===== src/inc/sibh_pkg.sv =====
// Package of constants and types for the SMBus indexed block host
package sibh_pkg;
   localparam int unsigned CLK_HZ         = 125_000_000;
   localparam int unsigned SMB_HZ         = 400_000;
   // Quarter bit period in clk_in cycles, rounded down, so the bus runs slightly above SMB_HZ
   localparam int unsigned QTR_CYC_INT    = CLK_HZ / (SMB_HZ * 4);
   localparam logic [9:0]  QTR_CYC        = QTR_CYC_INT[9:0];
   localparam logic [6:0]  ADDR_STRAP0    = 7'h6b;
   localparam logic [6:0]  ADDR_STRAP1    = 7'h6d;
   localparam logic        DIR_WRITE      = 1'b0;
   localparam logic        DIR_READ       = 1'b1;
   localparam logic [7:0]  BYTE_COUNT_RST = 8'h08;
   localparam int unsigned BUF_DEPTH      = 32;
   localparam int unsigned BUF_AW         = 5;

   typedef enum logic [7:0] {
      SIBH_IDLE  = 8'h01,
      SIBH_START = 8'h02,
      SIBH_BYTE  = 8'h04,
      SIBH_ACK   = 8'h08,
      SIBH_RSTRT = 8'h10,
      SIBH_STOP  = 8'h20,
      SIBH_DONE  = 8'h40,
      SIBH_LOAD  = 8'h80
   } sibh_state_t;

   typedef enum logic [2:0] {
      SIBH_PH_ADDRW = 3'h0,
      SIBH_PH_INDEX = 3'h1,
      SIBH_PH_COUNT = 3'h2,
      SIBH_PH_WDATA = 3'h3,
      SIBH_PH_ADDRR = 3'h4,
      SIBH_PH_RCNT  = 3'h5,
      SIBH_PH_RDATA = 3'h6
   } sibh_phase_t;
endpackage


===== src/hdl/sibh_buf.sv =====
// Small byte buffer with registered read data
`timescale 1ns/1ps
module sibh_buf
   import sibh_pkg::*;
(
   input  wire logic              clk_in,
   input  wire logic              wr_en_in,
   input  wire logic [BUF_AW-1:0] wr_addr_in,
   input  wire logic [7:0]        wr_data_in,
   input  wire logic [BUF_AW-1:0] rd_addr_in,
   output logic      [7:0]        rd_data_out
);
   logic [7:0] mem [BUF_DEPTH];

   // No reset on storage; contents are written before use
   always_ff @(posedge clk_in) begin
      if (wr_en_in) begin
         mem[wr_addr_in] <= wr_data_in;
      end
      rd_data_out <= mem[rd_addr_in];
   end
endmodule


===== src/hdl/sibh_host.sv =====
// SMBus host for indexed block writes and reads of a clock buffer
`timescale 1ns/1ps
// Summary of operation
// [RULE1] Start condition opens every transaction
// [RULE2] Send address with write bit, expect ack
// [RULE3] Send start index, expect ack
// [RULE4] Block write sends byte count next
// [RULE5] Send count data bytes in order
// [RULE6] Device acks every written byte
// [RULE7] Stop after last written byte acked
// [RULE8] Read uses repeated start, no stop
// [RULE9] Address with read bit after restart
// [RULE10] Device returns count byte first
// [RULE11] Device returns data from index onward
// [RULE12] Host acks count and all but last
// [RULE13] Nack last byte then stop
// [RULE14] Device address from latched strap
// [RULE15] Read length follows count register, default eight
// [RULE16] Reference clock must run during transfers; host checks ref_clk_ok_in only when accepting a start
// [RULE17] Device index advances per byte
module sibh_host
   import sibh_pkg::*;
(
   input  wire logic              clk_in,
   input  wire logic              reset_n_in,
   input  wire logic              start_in,
   input  wire logic              read_in,
   input  wire logic              strap_in,
   input  wire logic [7:0]        index_in,
   input  wire logic [7:0]        count_in,
   input  wire logic              wr_en_in,
   input  wire logic [BUF_AW-1:0] wr_addr_in,
   input  wire logic [7:0]        wr_data_in,
   input  wire logic [BUF_AW-1:0] rd_addr_in,
   input  wire logic              ref_clk_ok_in,
   input  wire logic              scl_in,
   input  wire logic              sda_in,
   output logic                   scl_oe_out,
   output logic                   sda_oe_out,
   output logic                   busy_out,
   output logic                   done_out,
   output logic                   nack_err_out,
   output logic [7:0]             rd_count_out,
   output logic                   rd_valid_out,
   output logic [BUF_AW-1:0]      rd_idx_out,
   output logic [7:0]             rd_data_out
);
   sibh_state_t       state, next_state;
   sibh_phase_t       phase, next_phase;
   logic [9:0]        tick, next_tick;
   logic [1:0]        qtr, next_qtr;
   logic [2:0]        bit_n, next_bit_n;
   logic [7:0]        shreg, next_shreg;
   logic [7:0]        nbytes, next_nbytes;
   logic [BUF_AW-1:0] ptr, next_ptr;
   logic              rdmode, next_rdmode;
   logic              scl_oe, next_scl_oe;
   logic              sda_oe, next_sda_oe;
   logic              done, next_done;
   logic              nerr, next_nerr;
   logic              busy, next_busy;
   logic [7:0]        rcnt, next_rcnt;
   logic              rvld, next_rvld;
   logic [BUF_AW-1:0] ridx, next_ridx;
   logic [7:0]        rdat, next_rdat;
   logic [6:0]        dev_addr, next_dev_addr;
   logic [1:0]        scl_s, sda_s;
   logic [7:0]        buf_q;

   // Two flops on pins before any logic
   always_ff @(posedge clk_in) begin
      scl_s <= {scl_s[0], scl_in};
      sda_s <= {sda_s[0], sda_in};
   end

   sibh_buf u_buf (
      .clk_in      (clk_in),
      .wr_en_in    (wr_en_in),
      .wr_addr_in  (wr_addr_in),
      .wr_data_in  (wr_data_in),
      .rd_addr_in  (state == SIBH_IDLE ? rd_addr_in : ptr),
      .rd_data_out (buf_q)
   );

   always_comb begin
      next_state    = state;
      next_phase    = phase;
      next_tick     = tick;
      next_qtr      = qtr;
      next_bit_n    = bit_n;
      next_shreg    = shreg;
      next_nbytes   = nbytes;
      next_ptr      = ptr;
      next_rdmode   = rdmode;
      next_scl_oe   = scl_oe;
      next_sda_oe   = sda_oe;
      next_done     = 1'b0;
      next_nerr     = nerr;
      next_busy     = busy;
      next_rcnt     = rcnt;
      next_rvld     = 1'b0;
      next_ridx     = ridx;
      next_rdat     = rdat;
      next_dev_addr = dev_addr;
      if (state == SIBH_IDLE) begin
         next_scl_oe = 1'b0;
         next_sda_oe = 1'b0;
         next_busy   = 1'b0;
         // [RULE16] Hold off without ref clock
         if (start_in && ref_clk_ok_in) begin
            // [RULE14] Address from strap level
            next_dev_addr = strap_in ? ADDR_STRAP1 : ADDR_STRAP0;
            next_rdmode   = read_in;
            next_nbytes   = count_in;
            next_ptr      = '0;
            next_nerr     = 1'b0;
            next_busy     = 1'b1;
            next_tick     = '0;
            next_qtr      = '0;
            next_phase    = SIBH_PH_ADDRW;
            next_state    = SIBH_START;
         end
      end else if (tick != QTR_CYC - 10'h001) begin
         next_tick = tick + 10'h001;
      end else if (!scl_oe && !scl_s[1]) begin
         // Target holds clock low; wait rather than run ahead
         next_tick = tick;
      end else begin
         next_tick = '0;
         next_qtr  = qtr + 2'h1;
         case (state)
            // [RULE1] Start: data falls while clock high
            SIBH_START, SIBH_RSTRT: begin
               case (qtr)
                  2'h0: next_sda_oe = 1'b0;
                  2'h1: next_scl_oe = 1'b0;
                  2'h2: next_sda_oe = 1'b1;
                  default: begin
                     next_scl_oe = 1'b1;
                     next_bit_n  = 3'h7;
                     next_shreg  = {dev_addr, (state == SIBH_RSTRT) ? DIR_READ : DIR_WRITE};
                     next_state  = SIBH_BYTE;
                  end
               endcase
            end
            SIBH_BYTE: begin
               case (qtr)
                  2'h0: begin
                     next_sda_oe = (phase == SIBH_PH_RCNT || phase == SIBH_PH_RDATA) ? 1'b0 : ~shreg[7];
                  end
                  2'h1: next_scl_oe = 1'b0;
                  2'h2: begin
                     if (phase == SIBH_PH_RCNT || phase == SIBH_PH_RDATA) begin
                        next_shreg = {shreg[6:0], sda_s[1]};
                     end
                  end
                  default: begin
                     next_scl_oe = 1'b1;
                     if (!(phase == SIBH_PH_RCNT || phase == SIBH_PH_RDATA)) begin
                        next_shreg = {shreg[6:0], 1'b0};
                     end
                     next_bit_n = bit_n - 3'h1;
                     if (bit_n == 3'h0) begin
                        next_state = SIBH_ACK;
                     end
                  end
               endcase
            end
            SIBH_ACK: begin
               case (qtr)
                  2'h0: begin
                     // [RULE12] Ack all read bytes except last
                     // [RULE13] Nack the final read byte
                     if (phase == SIBH_PH_RCNT) begin
                        next_sda_oe = (shreg != 8'h00);
                     end else if (phase == SIBH_PH_RDATA) begin
                        next_sda_oe = (nbytes != 8'h01);
                     end else begin
                        next_sda_oe = 1'b0;
                     end
                  end
                  2'h1: next_scl_oe = 1'b0;
                  2'h2: begin
                     // [RULE2] [RULE6] Device ack checked
                     if (!(phase == SIBH_PH_RCNT || phase == SIBH_PH_RDATA) && sda_s[1]) begin
                        next_nerr = 1'b1;
                     end
                  end
                  default: begin
                     next_scl_oe = 1'b1;
                     next_bit_n  = 3'h7;
                     next_state  = SIBH_BYTE;
                     if (nerr) begin
                        next_state = SIBH_STOP;
                     end else begin
                        case (phase)
                           SIBH_PH_ADDRW: begin
                              // [RULE3] Index follows address
                              next_shreg = index_in;
                              next_phase = SIBH_PH_INDEX;
                           end
                           SIBH_PH_INDEX: begin
                              if (rdmode) begin
                                 // [RULE8] Restart without stop
                                 next_phase = SIBH_PH_ADDRR;
                                 next_state = SIBH_RSTRT;
                              end else begin
                                 // [RULE4] Count follows index
                                 next_shreg = nbytes;
                                 next_phase = SIBH_PH_COUNT;
                              end
                           end
                           SIBH_PH_COUNT, SIBH_PH_WDATA: begin
                              // [RULE5] Data bytes in order
                              if (nbytes == 8'h00) begin
                                 next_state = SIBH_STOP;
                              end else begin
                                 next_state = SIBH_LOAD;
                                 next_phase = SIBH_PH_WDATA;
                              end
                           end
                           // [RULE9] Read address acked, count next
                           SIBH_PH_ADDRR: next_phase = SIBH_PH_RCNT;
                           SIBH_PH_RCNT: begin
                              // [RULE10] [RULE15] Device count sets length
                              next_rcnt   = shreg;
                              next_nbytes = shreg;
                              next_phase  = SIBH_PH_RDATA;
                              if (shreg == 8'h00) begin
                                 next_state = SIBH_STOP;
                              end
                           end
                           default: begin
                              // [RULE11] [RULE17] Bytes stream in index order
                              next_rvld   = 1'b1;
                              next_ridx   = ptr;
                              next_rdat   = shreg;
                              next_ptr    = ptr + 5'h01;
                              next_nbytes = nbytes - 8'h01;
                              if (nbytes == 8'h01) begin
                                 next_state = SIBH_STOP;
                              end
                           end
                        endcase
                     end
                  end
               endcase
            end
            SIBH_LOAD: begin
               // Buffer read has one cycle latency, ample here
               next_shreg  = buf_q;
               next_ptr    = ptr + 5'h01;
               next_nbytes = nbytes - 8'h01;
               next_qtr    = '0;
               next_state  = SIBH_BYTE;
            end
            // [RULE7] [RULE13] Stop: data rises while clock high
            SIBH_STOP: begin
               case (qtr)
                  2'h0: next_sda_oe = 1'b1;
                  2'h1: next_scl_oe = 1'b0;
                  2'h2: next_sda_oe = 1'b0;
                  default: next_state = SIBH_DONE;
               endcase
            end
            default: begin
               next_done  = 1'b1;
               next_state = SIBH_IDLE;
            end
         endcase
      end
   end

   always_ff @(posedge clk_in) begin
      if (!reset_n_in) begin
         state    <= SIBH_IDLE;
         phase    <= SIBH_PH_ADDRW;
         tick     <= '0;
         qtr      <= '0;
         bit_n    <= '0;
         shreg    <= '0;
         nbytes   <= BYTE_COUNT_RST;
         ptr      <= '0;
         rdmode   <= 1'b0;
         scl_oe   <= 1'b0;
         sda_oe   <= 1'b0;
         done     <= 1'b0;
         nerr     <= 1'b0;
         busy     <= 1'b0;
         rcnt     <= '0;
         rvld     <= 1'b0;
         ridx     <= '0;
         rdat     <= '0;
         dev_addr <= ADDR_STRAP0;
      end else begin
         state    <= next_state;
         phase    <= next_phase;
         tick     <= next_tick;
         qtr      <= next_qtr;
         bit_n    <= next_bit_n;
         shreg    <= next_shreg;
         nbytes   <= next_nbytes;
         ptr      <= next_ptr;
         rdmode   <= next_rdmode;
         scl_oe   <= next_scl_oe;
         sda_oe   <= next_sda_oe;
         done     <= next_done;
         nerr     <= next_nerr;
         busy     <= next_busy;
         rcnt     <= next_rcnt;
         rvld     <= next_rvld;
         ridx     <= next_ridx;
         rdat     <= next_rdat;
         dev_addr <= next_dev_addr;
      end
   end

   assign scl_oe_out   = scl_oe;
   assign sda_oe_out   = sda_oe;
   assign busy_out     = busy;
   assign done_out     = done;
   assign nack_err_out = nerr;
   assign rd_count_out = rcnt;
   assign rd_valid_out = rvld;
   assign rd_idx_out   = ridx;
   assign rd_data_out  = rdat;
endmodule


===== config.mk =====
export PLATFORM = sky130hd
export DESIGN_NAME = sibh_host
export DESIGN_NICKNAME = d
export VERILOG_FILES = /design/src/inc/sibh_pkg.sv /design/src/hdl/sibh_buf.sv /design/src/hdl/sibh_host.sv
export SDC_FILE = /design/constraint.sdc
export NUM_CORES = 1
export LEC_CHECK = 0
export ABC_AREA = 1
export BUFFER_PORTS_ARGS = -buffer_cell sky130_fd_sc_hd__buf_2
export CAP_MARGIN = 0
export CORE_MARGIN = 1.5
export CORE_UTILIZATION = 55
export CTS_CLUSTER_SIZE = 8
export DETAILED_ROUTE_END_ITERATION = 8
export PLACE_DENSITY = 0.75
export SYNTH_ARGS = -nofsm -noshare
export SYNTH_HDL_FRONTEND = slang
export SYNTH_SLANG_ARGS = --single-unit

===== constraint.sdc =====
create_clock -name clk_in -period 3.9 [get_ports clk_in]
set_input_delay 0.195 -clock clk_in [delete_from_list [all_inputs] [get_ports clk_in]]
set_output_delay 0.195 -clock clk_in [all_outputs]
set_load 0.01 [all_outputs]

==> impl_results.md, run 1 <==
* ANT nets after route at 0
* Slew headroom at 0.242
* WL final at about 42000 µm
* Core area at 28700 µm²
* Clock transition at the registers of the reported paths at roughly 0.05 ns
* Placer congestion estimate at between 0.9 and 1
* Post-Syn Instances at between 1500 and 2000
* Yosys warns at 0
* Root Buffer Master: clkbuf_16
* RSZ-0062 raised after global routing: no
* Fraction of registers with async set/reset at 0
* Clk Latency, worst-skew pair at 0.57 ns
* Placed Area at around 17000 µm²
* Crit path required time at approximately 4.4 ns
* EDFF count, synth at 256
* Post-route DRC violation count at 0
* Slew of the pin with the lowest slew margin at about 1.1 ns
* Tmin final at 2.79 ns
* Antenna violations before repair at 0
* Routed vias/inst at roughly 5.8
* Total track usage at 0.282
* Worst setup EP type: flop
* Largest net degree at the start of global routing at around 130
* Post-Route Skew at 0.0159 ns
* Grt ovf at 0
* Final hold slack at a little under 0.05 ns
* Multi-input logic area at 5470 µm²
* Port bufs at between 60 and 70
* Arrival @ worst endpoint at around 3.3 ns
* WS Path Type: reg2reg
* CTS Buf Count at between 40 and 50
* Max_cap viols at 0
* Peak supply drop at around 0.001 V
* Synth Area per Inst at approximately 9.3 µm²
* Fillers at between 2000 and 2500
* Clock buffer depth at 3
* Design Area, Final at between 15000 and 20000 µm²
* P_leak at ~7.2 nW
* Fmax at around 360 MHz
* DRT Pass-1 Iters at 5
* Vias in the first global route at 12300
* Synthesis-stage register bit count at roughly 350
* Commonest non-fill, non-tap cells in the layout: nand2_1, nand3_1, edfxtp_1
* Post-CTS Setup Inserts at 0
* Crit share post-route at 0.715
* Sum Neg Setup Slack at 0 ns
* Slack of the critical path at roughly 1.1 ns
* Chip height at 174 µm
* Synth cell types at 47
* Initial Util at 0.560
* Overall Power at ~16 mW
* Sink Count at 345
* Die Wd at 174 µm
* Power Density at roughly 890 nW/µm²
* Syn Nets at around 1800
* HP Class: in2reg
* Sequential Area at ~9500 µm²
* Num ports at 70
* Initial DRC count at 1648
* Endpoints failing setup at 0
* CP Launch Type: flop
* Dpl ws at approximately 1.2 ns
* Fin. Hold Viols at 0
* Htree depth at 2
* Die footprint at 30300 µm²
* Final Net Count at about 1800
* Synth Cell Area at between 15000 and 20000 µm²
* HPWL after DPL at 26600 µm
* Vias at roughly 13000
* Sequential area share after synthesis at 0.589
* Pins Over Slew Limit at 0
* # rows at 62
* Area growth from synthesis to layout at 12.3%
* First-pass GRT wire length at roughly 66000 µm
* Antenna diodes at 0
* TritonCTS clock tree: built
* Top FF cell, synth: edfxtp_1
* Most common cell after layout, fill and taps aside: nand2_1
* Crit Path Max Fanout at 37
* Drt wl/cell at about 19 µm
* Status: complete, no violations
* Share of layout cells above drive strength 1 at 0.105
## flip-flops by register name (all words and copies together), names as in the netlist, 3 cells and up
signal / flops
state: 8
rd_count_out: 8
tick: 10
phase: 3
rd_idx_out: 5
u_buf.mem: 256
nbytes: 8
rd_data_out: 8
ptr: 5
bit_n: 3
shreg: 8
u_buf.rd_data_out: 8
## stage by stage
stage,utilization,std cells
global placement,0.579,2111
detailed placement,0.579,2111
floorplan,-,1731
CTS,0.629,2192
global route,0.629,2192
finish,0.629,2192
## Yosys cell counts, types with 15 or more instances
cell type | count | area share
inv_2 | 15 | 0.0035
nand4_1 | 20 | 0.0078
a21oi_1 | 47 | 0.015
o21ai_0 | 64 | 0.020
nand3_1 | 304 | 0.095
nand3b_1 | 57 | 0.027
buf_2 | 42 | 0.013
nand2_1 | 393 | 0.092
dfxtp_1 | 89 | 0.11
inv_1 | 183 | 0.043
edfxtp_1 | 256 | 0.48
clkbuf_1 | 19 | 0.0044
nor2_1 | 112 | 0.026
## final cells by class
class | count | share of cell area
Timing Repair Buffer | 84 | 0.0290
Multi-Input combinational cell | 1104 | 0.303
Clock inverter | 3 | 0.00270
Clock buffer | 72 | 0.0727
Inverter | 200 | 0.0416
Sequential cell | 345 | 0.525
Tap cell | 384 | 0.0266
## cell families after synthesis
logic type | count (synthesis) | share of synthesized area
buf+inv | 282 | 0.0721
compound gates | 149 | 0.0545
flops | 345 | 0.589
fa+ha+maj | 12 | 0.00934
simple gates | 936 | 0.271
xor+xnor | 7 | 0.00381
## per-layer routing
metal	up-vias	share of wire	GRT usage
li1	5963	-	-
met1	5974	0.40	0.367
met2	608	0.48	0.469
met3	121	0.078	0.0427
met4	0	0.039	0.125
met5	-	0	0
## worst max-delay path, stage by stage (launching register included)
cell,delay [ns]
dfxtp_1,0.39
nand2_2,0.12
nor2_8,0.18
nand2_8,0.19
inv_2,0.33
nand2_1,0.11
nand2_2,0.47
buf_12,0.28
nand2_1,0.08
nand3_1,0.07
nand3_1,0.22
nand2_1,0.13
nand2_1,0.05
nand2_1,0.07
## timing repair
item,in CTS,in global routing
hold endpoints to repair,7,0
hold buffers,6,0
resized for setup,0,0
## power by group
part | switching [mW] | leakage, nW | total, mW | internal (mW)
registers | 0.117 | 3.03 | 4.25 | 4.14
clock network | 1.53 | 0.655 | 3.83 | 2.30
logic | 5.72 | 3.56 | 7.92 | 2.20
## path summary, 6_finish.rpt
check,start,to,slack (ns),cells after the start
hold reg to reg,scl_s[0],scl_s[1],0.33,0
hold / removal,count_in[0],nbytes[0],0.05,5
setup / recovery,state[0],u_buf.rd_data_out[2],1.11,13
setup reg to reg,state[0],u_buf.rd_data_out[2],1.11,13
No activity file was read; power rests on OpenSTA's default activity.
==> inputs of run 2 (changes only) <==
Settings changed: ABC_AREA 1 to 0, PLACE_DENSITY 0.75 to 0.78.
Clock period 3.9 ns to 2.26 ns, I/O delays scaled along.
==> run 2 against run 1 <==
Compared with the run above:
- global-route usage grew 3.4 points
- combinational power down 78%
- final cell count fell by 8.8%
- die area fell by 4.1%
- first-iteration DRC count rose by 8.1%
- critical path depth is 3 lower
- the flow now finishes with violations (setup timing)
- maximum frequency is 1.2% lower
- power is 3.3% lower
- via count up 0.91%
- synthesized cell count decreased by 23%
- critical endpoint unchanged
==> impl_results.md, run 2 <==
* Post-synth top cells: edfxtp_1, inv_1, nand3_1
* Crit path max-delay family: compound AO/OA/AOI/OAI gates
* Grt ovf at 0
* Crit share post-route at 1.25
* CP startpoint: state[5]
* Most common cell after layout, fill and taps aside: edfxtp_1
* Launching point of the worst reg2reg path: state[5]
* Htree depth at 2
* Area share of fa/ha/maj cells after synthesis at 0.00975
* Synth cell types at 79
* Slack of the critical path at -0.562 ns
* Sequential area share after synthesis at 0.615
* Post-Route Skew at 0.0195 ns
* Largest net degree at the start of global routing at 54
* Sink Count at between 300 and 400
* Synthesis-stage register bit count at around 350
* Yosys warns at 0
* CP Launch Type: flop
* First-pass GRT wire length at between 60000 and 70000 µm
* Synth area leader: edfxtp_1
* Tmin final at about 2.8 ns
* Initial Util at 0.556
* Crit path depth at 10
* Total track usage at 0.316
* RSZ-0062 raised after global routing: yes
* # rows at 61
* Max reg flops at around 260
* Share of layout cells above drive strength 1 at 0.281
* Crit path required time at approximately 2.7 ns
* Multiplexer share of the synthesized area at 0.0190
* Pins Over Slew Limit at 0
* Worst setup EP type: flop
* Top FF cell, synth: edfxtp_1
* Fraction of registers with async set/reset at 0
* CP most frequent cell: buf_4
* TritonCTS clock tree: built
* Routed vias/inst at 6.39
* Dominant cells by area after synthesis: edfxtp_1, dfxtp_1, o211ai_1
* Status: complete, but fails checks
* Biggest regs: u_buf.mem (256), tick (10)
* Setup crit end: u_buf.rd_data_out[2]
* HPWL after DPL at ~28000 µm
* Fillers at approximately 1800
* ANT nets after route at 0
* EDFF count, synth at 256
* HP Class: in2reg
* Synth Cell Area at about 15000 µm²
* Drt wl/cell at 23.8 µm
* Peak supply drop at ~0.00075 V
* Area share of the largest cell type after synthesis at 0.499
* R2R Setup Slk at -0.56 ns
* DRT Pass-1 Iters at 7
* Largest family of logic cells by synthesized area: compound AO/OA/AOI/OAI gates
* CTS Buf Count at slightly below 50
* Synth Area per Inst at 11.6 µm²
* WS Path Type: reg2reg
* Post-Syn Instances at 1333
* P_leak at between 7 and 8 nW
* Slew headroom at 0.470
* Fmax at around 350 MHz
* Commonest non-fill, non-tap cells in the layout: edfxtp_1, buf_4, inv_1
* XOR/XNOR Fraction of Synth Area at 0.00512
* Initial DRC count at approximately 1800
* Slowest cell on crit path: a41oi_1
* Num ports at 70
* Crit Path Max Fanout at 9
* Syn Nets at approximately 1400
* Root Buffer Master: clkbuf_16
* Clk Latency, worst-skew pair at roughly 0.56 ns
* R2R cell count at 10
* Clock transition at the registers of the reported paths at approximately 0.060 ns
* Die footprint at 29000 µm²
* Final Instance Count excl. Fillers at 2000
* Arrival @ worst endpoint at between 3 and 4 ns
* Core area at roughly 28000 µm²
* WL final at 47500 µm
* Crit path cell chain: buf_6 > nor4_4 > buf_4 > buf_4 > nand4_1 > o21ai_1 > buf_4 > o211ai_1 > a41oi_1 > a2111oi_4
* Vias in the first global route at around 12000
* Most flops, register: u_buf.mem
* Chip height at 170 µm
* Failing checks: setup timing
* Max stage delay on crit path at 0.52 ns
* Placer congestion estimate at about 1.0
* Power Density at around 770 nW/µm²
* Fin. Hold Viols at 0
* Simple-gate share of the synthesized area at 0.129
* Antenna violations before repair at 3
* Port bufs at 69
* Sum Neg Setup Slack at -10.46 ns
* Final Net Count at roughly 1600
* Clock buffer depth at 3
* Area growth from synthesis to layout at 30.6%
* Max_cap viols at 0
* Slew of the pin with the lowest slew margin at between 0.7 and 0.8 ns
* WP buf/inv at 4
* Endpoints failing setup at 46
* Fraction of the mapped netlist area in compound gates at 0.168
* Vias at about 13000
* R2R Path End: u_buf.rd_data_out[2]
* Post-route DRC violation count at 0
* Die Wd at 170 µm
* Cell with the most instances after synthesis: edfxtp_1
* Cells after DPL at 1863
run 2: final cells by class:
cell class / count / area [µm²] / area share
clock buffers: 83 / 1350 / 0.0673
flip-flops and latches: 345 / 9470 / 0.471
well taps: 378 / 473 / 0.0235
diodes: 1 / 2.50 / 0.000124
clock inverters: 3 / 55.1 / 0.00274
multi-input cells: 787 / 5760 / 0.286
inverters: 116 / 435 / 0.0216
repair buffers: 287 / 2560 / 0.127
run 2: metrics by stage:
step	hold slack, ns	total power, mW	area (µm²)	utilization	setup WS, ns
after global placement	0.219	8.50	17400	0.628	-0.363
after global routing	0.112	15.9	20100	0.726	-0.581
after floorplan	0.141	7.89	15500	-	-0.207
after detailed placement	0.221	8.54	17400	0.628	-0.487
final	0.106	15.5	20100	0.726	-0.562
after CTS	0.0385	15.3	19600	0.707	-0.290
run 2: kinds of logic (layout without fill, tap and decap cells):
family | after synthesis | in the layout
AOI/OAI and AO/OA | 344 | 344
xor gates and xnor gates | 9 | 9
adders and majority gates | 12 | 12
buffers and inverters | 203 | 489
DFF | 345 | 345
muxes | 29 | 29
other | 0 | 1
and+or+nand+nor | 391 | 393
run 2: power by group:
group	internal [mW]	switching [mW]
logic	0.721	1.05
registers	6.93	0.0843
clock network	4.04	2.65
total	11.7	3.78
run 2: what timing repair did:
item / in CTS / in global routing
setup endpoints to repair: 63 / 74
resized for setup: 78 / 84
hold buffers: 13 / 2
hold endpoints to repair: 17 / 2
buffers inserted: 21 / 19
cloned: 7 / 4
pin swaps: 49 / 78
run 2: how the worst min path moves through the flow:
stage	from	end	slack, ns	cells after the start
after global routing	wr_data_in[0]	u_buf.mem[22][0]	0.11	1
final	wr_data_in[0]	u_buf.mem[18][0]	0.11	1
after global placement	sda_in	sda_s[0]	0.22	1
after CTS	start_in	nack_err_out	0.04	4
after detailed placement	scl_in	scl_s[0]	0.22	1
after floorplan	scl_in	scl_s[0]	0.14	0
run 2: worst register-to-register path: stages, from the launching register on:
cell and delay [ns]:
dfxtp_2 0.34, buf_6 0.13, nor4_4 0.49, buf_4 0.19, buf_4 0.13, nand4_1 0.17
o21ai_1 0.18, buf_4 0.27, o211ai_1 0.13, a41oi_1 0.52, a2111oi_4 0.12
run 2: routing by layer:
metal / global-route usage / vias up / share of wire
met5: 0 / - / 0.00050
met4: 0.141 / 4 / 0.044
met3: 0.0621 / 177 / 0.10
met2: 0.520 / 850 / 0.48
met1: 0.406 / 6181 / 0.38
li1: - / 5569 / -
